### src/core/pfs_regs.vh
// register offsets, field positions and reset values of the pin function block
`ifndef PFS_REGS_VH
`define PFS_REGS_VH
`define PFS_ADDR_W 4
`define PFS_OFF_CTRL 4'h0
`define PFS_OFF_TSEL 4'h1
`define PFS_OFF_DIO_OUT 4'h2
`define PFS_OFF_DIO_DIR 4'h3
`define PFS_OFF_DIO_IN 4'h4
`define PFS_OFF_STATUS 4'h5
`define PFS_OFF_CLEAR 4'h6
`define PFS_OFF_IRQ_EN 4'h7
`define PFS_OFF_WAKE 4'h8
`define PFS_CTRL_CKOUT 0
`define PFS_CTRL_MULTIPLEXER_FRAME_SYNC_OUTPUT 1
`define PFS_CTRL_RX_DIO 2
`define PFS_CTRL_TX_DIO 3
`define PFS_CTRL_SLEEP 4
`define PFS_CTRL_LCDONLY 5
`define PFS_CTRL_W 6
`define PFS_CTRL_RST 6'h00
`define PFS_TSEL_W 4
`define PFS_TSEL_RST 4'h0
`define PFS_DIO_RST 2'h0
`define PFS_ST_BUTTON 0
`define PFS_ST_WAKE 1
`define PFS_ST_W 2
`define PFS_ST_RST 2'h0
`endif

### src/core/pfs_top.v
// pin function select, test multiplexer and push-button wake
//
// The plain strobed port and the register offsets were decided locally.
`timescale 1ns/1ns
`include "pfs_regs.vh"
// Operation
// - emulator enable picks emulator port or segments
// - enable bits pick clock/sync or segment
// - four-bit field routes test multiplexer output
// - optical receive: uart input or general io
// - optical transmit: led output or general io
// - active-high reset forces known state
// - button rising edge sets event flag
// - button edge wakes from sleep/lcd-only
module pfs_top (
  // clock and reset
  input wire clk,
  input wire rst,
  // register port
  input wire [`PFS_ADDR_W-1:0] addr,
  input wire [7:0] wdata,
  input wire wr,
  input wire rd,
  output reg [7:0] rdata,
  // interrupt
  output reg irq,
  // emulator pins: data, clock, reset lines
  input wire emulator_enable_pin,
  input wire emulator_data_in,
  input wire emulator_data_out,
  input wire emulator_data_oe_n,
  input wire emulator_clock_out,
  input wire emulator_reset_out,
  output reg [2:0] emu_pin_out,
  output reg [2:0] emu_pin_oe_n,
  output reg emulator_data_rx,
  // lcd segments sharing pins: 9,10,11 then 19,7
  input wire [2:0] lcd_seg_emu,
  input wire lcd_seg_19,
  input wire lcd_seg_7,
  // clock test and frame sync
  input wire test_clock,
  input wire frame_sync,
  output reg clock_test_output,
  output reg multiplexer_frame_sync_output,
  // test multiplexer
  input wire [15:0] test_sources,
  output reg test_selector_pin,
  // optical receive pin
  input wire optical_receive_pin,
  output reg optical_receive_out,
  output reg optical_receive_oe_n,
  output reg uart_rx,
  // optical transmit pin
  input wire uart_tx_led,
  input wire optical_transmit_pin,
  output reg optical_transmit_out,
  output reg optical_transmit_oe_n,
  // push button and wake
  input wire push_button_input,
  output reg wake
);
  // control and selector registers
  reg [`PFS_CTRL_W-1:0] ctrl;
  reg [`PFS_CTRL_W-1:0] next_ctrl;
  reg [`PFS_TSEL_W-1:0] test_selector_field;
  reg [1:0] dio_out;
  reg [1:0] dio_dir;
  // event flags, their enables and the button history
  reg [`PFS_ST_W-1:0] status;
  reg [`PFS_ST_W-1:0] next_status;
  reg [`PFS_ST_W-1:0] irq_en;
  reg button_q;
  // next values of the read port and the pins
  reg [7:0] next_rdata;
  reg [2:0] next_emu_oe_n;
  reg next_rx_out;
  reg next_rx_oe_n;
  reg next_uart_rx;
  reg next_tx_out;
  reg next_tx_oe_n;
  // control fields
  wire clock_output_enable_bit;
  wire multiplexer_sync_enable_bit;
  wire rx_as_dio;
  wire tx_as_dio;
  wire low_power;
  // synchronised pins
  wire emu_en;
  wire button_s;
  wire [1:0] dio_in_s;
  // events and pin selections
  wire button_rise;
  wire wake_event;
  wire [`PFS_ST_W-1:0] set_mask;
  wire [`PFS_ST_W-1:0] clear_mask;
  wire [2:0] emu_mux;
  wire [1:0] ck_mux;
  // one write strobe per register
  wire wr_ctrl;
  wire wr_tsel;
  wire wr_dio_out;
  wire wr_dio_dir;
  wire wr_clear;
  wire wr_irq_en;

  assign clock_output_enable_bit = ctrl[`PFS_CTRL_CKOUT];
  assign multiplexer_sync_enable_bit = ctrl[`PFS_CTRL_MULTIPLEXER_FRAME_SYNC_OUTPUT];
  assign rx_as_dio = ctrl[`PFS_CTRL_RX_DIO];
  assign tx_as_dio = ctrl[`PFS_CTRL_TX_DIO];
  assign low_power = ctrl[`PFS_CTRL_SLEEP] | ctrl[`PFS_CTRL_LCDONLY];

  // status and unmapped offsets take no write
  assign wr_ctrl = wr && (addr == `PFS_OFF_CTRL);
  assign wr_tsel = wr && (addr == `PFS_OFF_TSEL);
  assign wr_dio_out = wr && (addr == `PFS_OFF_DIO_OUT);
  assign wr_dio_dir = wr && (addr == `PFS_OFF_DIO_DIR);
  assign wr_clear = wr && (addr == `PFS_OFF_CLEAR);
  assign wr_irq_en = wr && (addr == `PFS_OFF_IRQ_EN);

  // emulator enable, button and optical pins pass two flops before use
  pfs_sync2 #(.W(1)) u_sync_emu (
    .clk(clk),
    .rst(rst),
    .d(emulator_enable_pin),
    .q(emu_en)
  );
  pfs_sync2 #(.W(1)) u_sync_btn (
    .clk(clk),
    .rst(rst),
    .d(push_button_input),
    .q(button_s)
  );
  pfs_sync2 #(.W(2)) u_sync_dio (
    .clk(clk),
    .rst(rst),
    .d({optical_transmit_pin, optical_receive_pin}),
    .q(dio_in_s)
  );

  // emulator port or lcd segments 9..11
  pfs_pin_mux #(.W(3)) u_mux_emu (
    .sel_primary({3{emu_en}}),
    .primary({emulator_reset_out, emulator_clock_out, emulator_data_out}),
    .segment(lcd_seg_emu),
    .y(emu_mux)
  );
  // clock test on segment 19, frame sync on segment 7
  pfs_pin_mux #(.W(2)) u_mux_ck (
    .sel_primary({multiplexer_sync_enable_bit, clock_output_enable_bit}),
    .primary({frame_sync, test_clock}),
    .segment({lcd_seg_7, lcd_seg_19}),
    .y(ck_mux)
  );

  // no false edge after reset: the pin idles low and button_q clears low
  assign button_rise = button_s & ~button_q;
  // every press in a low-power state wakes, whatever the sticky flag holds
  assign wake_event = button_rise & low_power;
  assign set_mask = {wake_event, button_rise};
  assign clear_mask = wr_clear ? wdata[`PFS_ST_W-1:0] : {`PFS_ST_W{1'b0}};

  // hardware set wins over a same-cycle software clear
  always @* begin
    next_status = (status & ~clear_mask) | set_mask;
  end

  // a wake leaves the sleep and lcd-only states, even against a write
  always @* begin
    next_ctrl = ctrl;
    if (wr_ctrl) begin
      next_ctrl = wdata[`PFS_CTRL_W-1:0];
    end
    if (wake_event) begin
      next_ctrl[`PFS_CTRL_SLEEP] = 1'b0;
      next_ctrl[`PFS_CTRL_LCDONLY] = 1'b0;
    end
  end

  // emulator data line turns around; clock and reset lines only drive
  always @* begin
    if (emu_en) begin
      next_emu_oe_n = {2'b00, emulator_data_oe_n};
    end else begin
      next_emu_oe_n = 3'h0;
    end
  end

  // uart sees an idle line while the pin serves as general io
  always @* begin
    if (rx_as_dio) begin
      next_rx_out = dio_out[0];
      next_rx_oe_n = ~dio_dir[0];
      next_uart_rx = 1'b1;
    end else begin
      next_rx_out = 1'b0;
      next_rx_oe_n = 1'b1;
      next_uart_rx = dio_in_s[0];
    end
  end

  // led path always drives; general io drives only by direction bit
  always @* begin
    if (tx_as_dio) begin
      next_tx_out = dio_out[1];
      next_tx_oe_n = ~dio_dir[1];
    end else begin
      next_tx_out = uart_tx_led;
      next_tx_oe_n = 1'b0;
    end
  end

  always @(posedge clk) begin
    if (rst) begin
      ctrl <= `PFS_CTRL_RST;
    end else begin
      ctrl <= next_ctrl;
    end
  end

  always @(posedge clk) begin
    if (rst) begin
      test_selector_field <= `PFS_TSEL_RST;
    end else if (wr_tsel) begin
      test_selector_field <= wdata[`PFS_TSEL_W-1:0];
    end
  end

  always @(posedge clk) begin
    if (rst) begin
      dio_out <= `PFS_DIO_RST;
    end else if (wr_dio_out) begin
      dio_out <= wdata[1:0];
    end
  end

  always @(posedge clk) begin
    if (rst) begin
      dio_dir <= `PFS_DIO_RST;
    end else if (wr_dio_dir) begin
      dio_dir <= wdata[1:0];
    end
  end

  always @(posedge clk) begin
    if (rst) begin
      irq_en <= `PFS_ST_RST;
    end else if (wr_irq_en) begin
      irq_en <= wdata[`PFS_ST_W-1:0];
    end
  end

  always @(posedge clk) begin
    if (rst) begin
      status <= `PFS_ST_RST;
      button_q <= 1'b0;
    end else begin
      status <= next_status;
      button_q <= button_s;
    end
  end

  // interrupt is a level; wake is a one-cycle pulse per waking press
  always @(posedge clk) begin
    if (rst) begin
      irq <= 1'b0;
      wake <= 1'b0;
    end else begin
      irq <= |(next_status & irq_en);
      wake <= wake_event;
    end
  end

  // read data stand for the one cycle after the strobe, zero otherwise
  always @(posedge clk) begin
    if (rst) begin
      rdata <= 8'h00;
    end else if (rd) begin
      rdata <= next_rdata;
    end else begin
      rdata <= 8'h00;
    end
  end

  always @(posedge clk) begin
    if (rst) begin
      emu_pin_out <= 3'h0;
      emu_pin_oe_n <= 3'h7;
      emulator_data_rx <= 1'b0;
    end else begin
      emu_pin_out <= emu_mux;
      emu_pin_oe_n <= next_emu_oe_n;
      emulator_data_rx <= emu_en & emulator_data_in;
    end
  end

  always @(posedge clk) begin
    if (rst) begin
      clock_test_output <= 1'b0;
      multiplexer_frame_sync_output <= 1'b0;
    end else begin
      clock_test_output <= ck_mux[0];
      multiplexer_frame_sync_output <= ck_mux[1];
    end
  end

  always @(posedge clk) begin
    if (rst) begin
      test_selector_pin <= 1'b0;
    end else begin
      test_selector_pin <= test_sources[test_selector_field];
    end
  end

  // pins float until reset ends so nothing fights the board
  always @(posedge clk) begin
    if (rst) begin
      optical_receive_out <= 1'b0;
      optical_receive_oe_n <= 1'b1;
      uart_rx <= 1'b1;
    end else begin
      optical_receive_out <= next_rx_out;
      optical_receive_oe_n <= next_rx_oe_n;
      uart_rx <= next_uart_rx;
    end
  end

  always @(posedge clk) begin
    if (rst) begin
      optical_transmit_out <= 1'b0;
      optical_transmit_oe_n <= 1'b1;
    end else begin
      optical_transmit_out <= next_tx_out;
      optical_transmit_oe_n <= next_tx_oe_n;
    end
  end

  always @* begin
    case (addr)
      `PFS_OFF_CTRL: next_rdata = {{(8-`PFS_CTRL_W){1'b0}}, ctrl};
      `PFS_OFF_TSEL: next_rdata = {{(8-`PFS_TSEL_W){1'b0}}, test_selector_field};
      `PFS_OFF_DIO_OUT: next_rdata = {6'h00, dio_out};
      `PFS_OFF_DIO_DIR: next_rdata = {6'h00, dio_dir};
      `PFS_OFF_DIO_IN: next_rdata = {6'h00, dio_in_s};
      `PFS_OFF_STATUS: next_rdata = {{(8-`PFS_ST_W){1'b0}}, status};
      `PFS_OFF_IRQ_EN: next_rdata = {{(8-`PFS_ST_W){1'b0}}, irq_en};
      `PFS_OFF_WAKE: next_rdata = {7'h00, emu_en};
      default: next_rdata = 8'h00;
    endcase
  end
endmodule

### src/core/pfs_sync2.v
// two-stage synchroniser for a level from outside the clock domain
`timescale 1ns/1ns
module pfs_sync2 #(
  parameter W = 1
) (
  // clock and reset
  input wire clk,
  input wire rst,
  // level in and out
  input wire [W-1:0] d,
  output reg [W-1:0] q
);
  reg [W-1:0] meta;
  always @(posedge clk) begin
    if (rst) begin
      meta <= {W{1'b0}};
      q <= {W{1'b0}};
    end else begin
      meta <= d;
      q <= meta;
    end
  end
endmodule

### src/core/pfs_pin_mux.v
// two-way selector between a primary function and an lcd segment per pin
`timescale 1ns/1ns
module pfs_pin_mux #(
  parameter W = 1
) (
  // select: high picks primary
  input wire [W-1:0] sel_primary,
  // sources
  input wire [W-1:0] primary,
  input wire [W-1:0] segment,
  // result
  output wire [W-1:0] y
);
  assign y = (sel_primary & primary) | (~sel_primary & segment);
endmodule

### config.mk
export PLATFORM = sky130hd
export DESIGN_NAME = pfs_top
export DESIGN_NICKNAME = d
export VERILOG_FILES = /design/src/core/pfs_top.v /design/src/core/pfs_sync2.v /design/src/core/pfs_pin_mux.v
export VERILOG_INCLUDE_DIRS = /design/src /design/src/core
export SDC_FILE = /design/constraint.sdc
export NUM_CORES = 1
export LEC_CHECK = 0
export BUFFER_PORTS_ARGS = -buffer_cell sky130_fd_sc_hd__buf_2
export CAP_MARGIN = 10
export CORE_MARGIN = 1
export CORE_UTILIZATION = 26
export CTS_CLUSTER_DIAMETER = 60
export DETAILED_ROUTE_END_ITERATION = 7
export HOLD_SLACK_MARGIN = 0.06
export PLACE_DENSITY = 0.53
export SYNTH_ARGS = -nofsm -noshare
export SYNTH_HDL_FRONTEND = slang
export SYNTH_SLANG_ARGS = --single-unit
### constraint.sdc
create_clock -name clk -period 2.2 [get_ports clk]
set_input_delay 0.44 -clock clk [delete_from_list [all_inputs] [get_ports clk]]
set_output_delay 0.44 -clock clk [all_outputs]
set_load 0.01 [all_outputs]
==> impl_metrics.tcl <==
set metrics [dict create \
    die_y_um 89.8 \
    status "finished clean" \
    core_mm2 0.00737 \
    synth.area.top_cells "dfxtp_1 49%, mux2i_1 11%, nor2_1 3.9%" \
    dieArea_mm2 0.00806 \
    cp_data_arrival_time_ns 1.79 \
    yosysTopAreaCellShare_pct 48.9 \
    p_per_area_mw_per_mm2 651 \
    synth_largest_area_cell "dfxtp_1" \
    grt_pass1_vias 1439 \
    nets 317 \
    hold_class "in2reg" \
    grt_pass1_wl_um 7220 \
    placementRows 31 \
    avgSynthCellArea_um2 9.92 \
    max_freq_ghz 0.625 \
    area_growth_pct 24.2 \
    clk_latency_ns 0.30 \
    multiInputGateArea_um2 905 \
    skew_ns 0.00483 \
    drtIter0Drc 102 \
    netlist_instances 202 \
    ir_worst_vdd_uv 307 \
    via_per_inst 4.27 \
    synthesis.area_mm2 0.00200 \
    path_clk_slew_ns 0.09 \
    drc 0 \
    report.final.slew_viol_count 0 \
    final_cell_mix "69 x buf_2, 49 x dfxtp_1, 22 x mux2i_1" \
    fill_cells 792 \
    n_antenna_cell 0 \
    cts_tree "built" \
    cpPeakStageDelay_ns 0.57 \
    initial_core_util_pct 27.2 \
    critPathKind "reg2reg" \
    cts_buffer_depth 2 \
    dr.pass1.iters 4 \
    crit_path_top_delay_cell "dfxtp_1" \
    portBuffers 69 \
    p_leak_nw 1.08 \
    cp_data_required_time_ns 2.39 \
    synth_flop_cell "dfxtp_1" \
    ys_seq_area_share_pct 48.9 \
    worstSetupStartpointType "flip-flop" \
    cp_cell_sequence "mux4_2 -> o22ai_1 -> a311o_1 -> a21oi_1" \
    synth_warnings 0 \
    root_buffer "clkbuf_8" \
    gp_congestion 0.760 \
    antenna_found_initial 0 \
    synth_edf_count 0 \
    setup_violations 0 \
    min_period_over_period_pct 72.7 \
    final.setup.worst_slack_ns 0.601 \
    ys_ff_latch 49 \
    crit_path_end_kind "flip-flop" \
    setup_tns_ns 0 \
    final_common_cell "buf_2" \
    holdBufCountCts 0 \
    grt_max_degree 24 \
    drv_cap 0 \
    dp_hpwl_um 3300 \
    dieWidth_um 89.8 \
    min_period_ns 1.60 \
    htreeDepth 2 \
    cts_setup_buffers 0 \
    rsz0062_at_grt "no" \
    grt_usage_pct 11.4 \
    async_flop_share_pct 0 \
    antenna_left 0 \
    critPathBufInv 0 \
    yosysUniqueCellTypes 41 \
    vias 1572 \
    hold_viol 0 \
    wl_um 4510 \
    crit_family "flip-flops" \
    cts_buffers 5 \
    register_area_um2 981 \
    cts_resized 0 \
    dp_slack_ns 0.542 \
    ioPinCount 74 \
    cts.sinks 49 \
    drive_above_1_share_pct 32.0 \
    grt-ovfl-total 0 \
    wl_per_cell_um 12.3 \
    critPathMaxFanout 8 \
]
synth_stat cells, types with 2 or more instances:
library cell  count
nand3b_1          6
nor3_1            3
a31oi_1           2
mux4_2            2
and4_1            2
a21o_1            2
a21oi_1          12
nor2b_1          11
nand2_1          15
buf_2             3
inv_1             6
nand3_1           9
o31ai_1           2
o22ai_1           2
mux2i_1          22
buf_4             4
dfxtp_1          49
o21ai_0           3
clkbuf_8          2
nor2_1           21
nand2b_1          2
clkbuf_1          3
worst reg2reg max path, stage by stage, from the launching register on:
cell and delay (ns):
dfxtp_1 0.57, mux4_2 0.56, o22ai_1 0.16, a311o_1 0.14, a21oi_1 0.06
path summary, 6_finish.rpt:
check                    startpoint                end  slack [ns]  cells after the start
max          test_selector_field[0]  test_selector_pin        0.60                      4
min              emulator_data_oe_n    emu_pin_oe_n[0]        0.33                      2
max reg2reg  test_selector_field[0]  test_selector_pin        0.60                      4
min reg2reg      u_sync_dio.meta[0]    u_sync_dio.q[0]        0.45                      1
stage by stage:
step | hold WS, ns | std cells | power [mW] | area, µm² | utilization, %
6_report | 0.329 | 368 | 1.62 | 2490 | 33.8
5_1_grt | 0.318 | 368 | 1.71 | 2490 | 33.8
2_1_floorplan | 0.396 | 203 | 1.03 | 2010 | -
3_5_place_dp | 0.424 | 360 | 1.10 | 2400 | 32.6
4_1_cts | 0.320 | 368 | 1.65 | 2490 | 33.8
3_3_place_gp | 0.419 | 360 | 1.10 | 2400 | 32.6
routing by layer:
metal  GRT usage [%]  wire length (µm)  up-vias
li1                -                 -      825
met1            15.4              2230      689
met2            16.7              1920       52
met3            4.40               301        6
met4            3.28                52        0
met5               0                 0        -
flip-flops by register name, indices dropped and copies added, names as in the netlist, 2 cells and up:
register / count
status: 2
dio_dir: 2
rdata: 6
test_selector_field: 4
dio_out: 2
u_sync_dio.meta: 2
emu_pin_oe_n: 2
u_sync_dio.q: 2
irq_en: 2
ctrl: 6
emu_pin_out: 3
where the power goes:
part           leakage [nW]  switching (mW)  total [mW]  internal (mW)
Combinational         0.636          0.0813       0.158         0.0766
Sequential            0.400          0.0111       0.922          0.911
Clock                0.0445           0.314       0.540          0.226
logic make-up after synthesis:
| group | after synthesis | share of synthesized area (%) |
|---|---|---|
| buffers and inverters | 20 | 6.12 |
| multiplexers | 26 | 15.1 |
| AO/OA/AOI/OAI | 29 | 9.11 |
| flip-flops | 49 | 48.9 |
| AND/OR/NAND/NOR | 77 | 20.5 |
| other | 1 | 0.187 |
cell type report:
| type | count | area share (%) |
|---|---|---|
| flip-flops and latches | 49 | 39.4 |
| multi-input cells | 134 | 36.3 |
| repair buffers | 72 | 14.8 |
| well taps | 99 | 4.97 |
| clock buffers | 5 | 2.76 |
| inverters | 6 | 0.905 |
| clock inverters | 3 | 0.854 |
(Power assumes the default switching activity.)
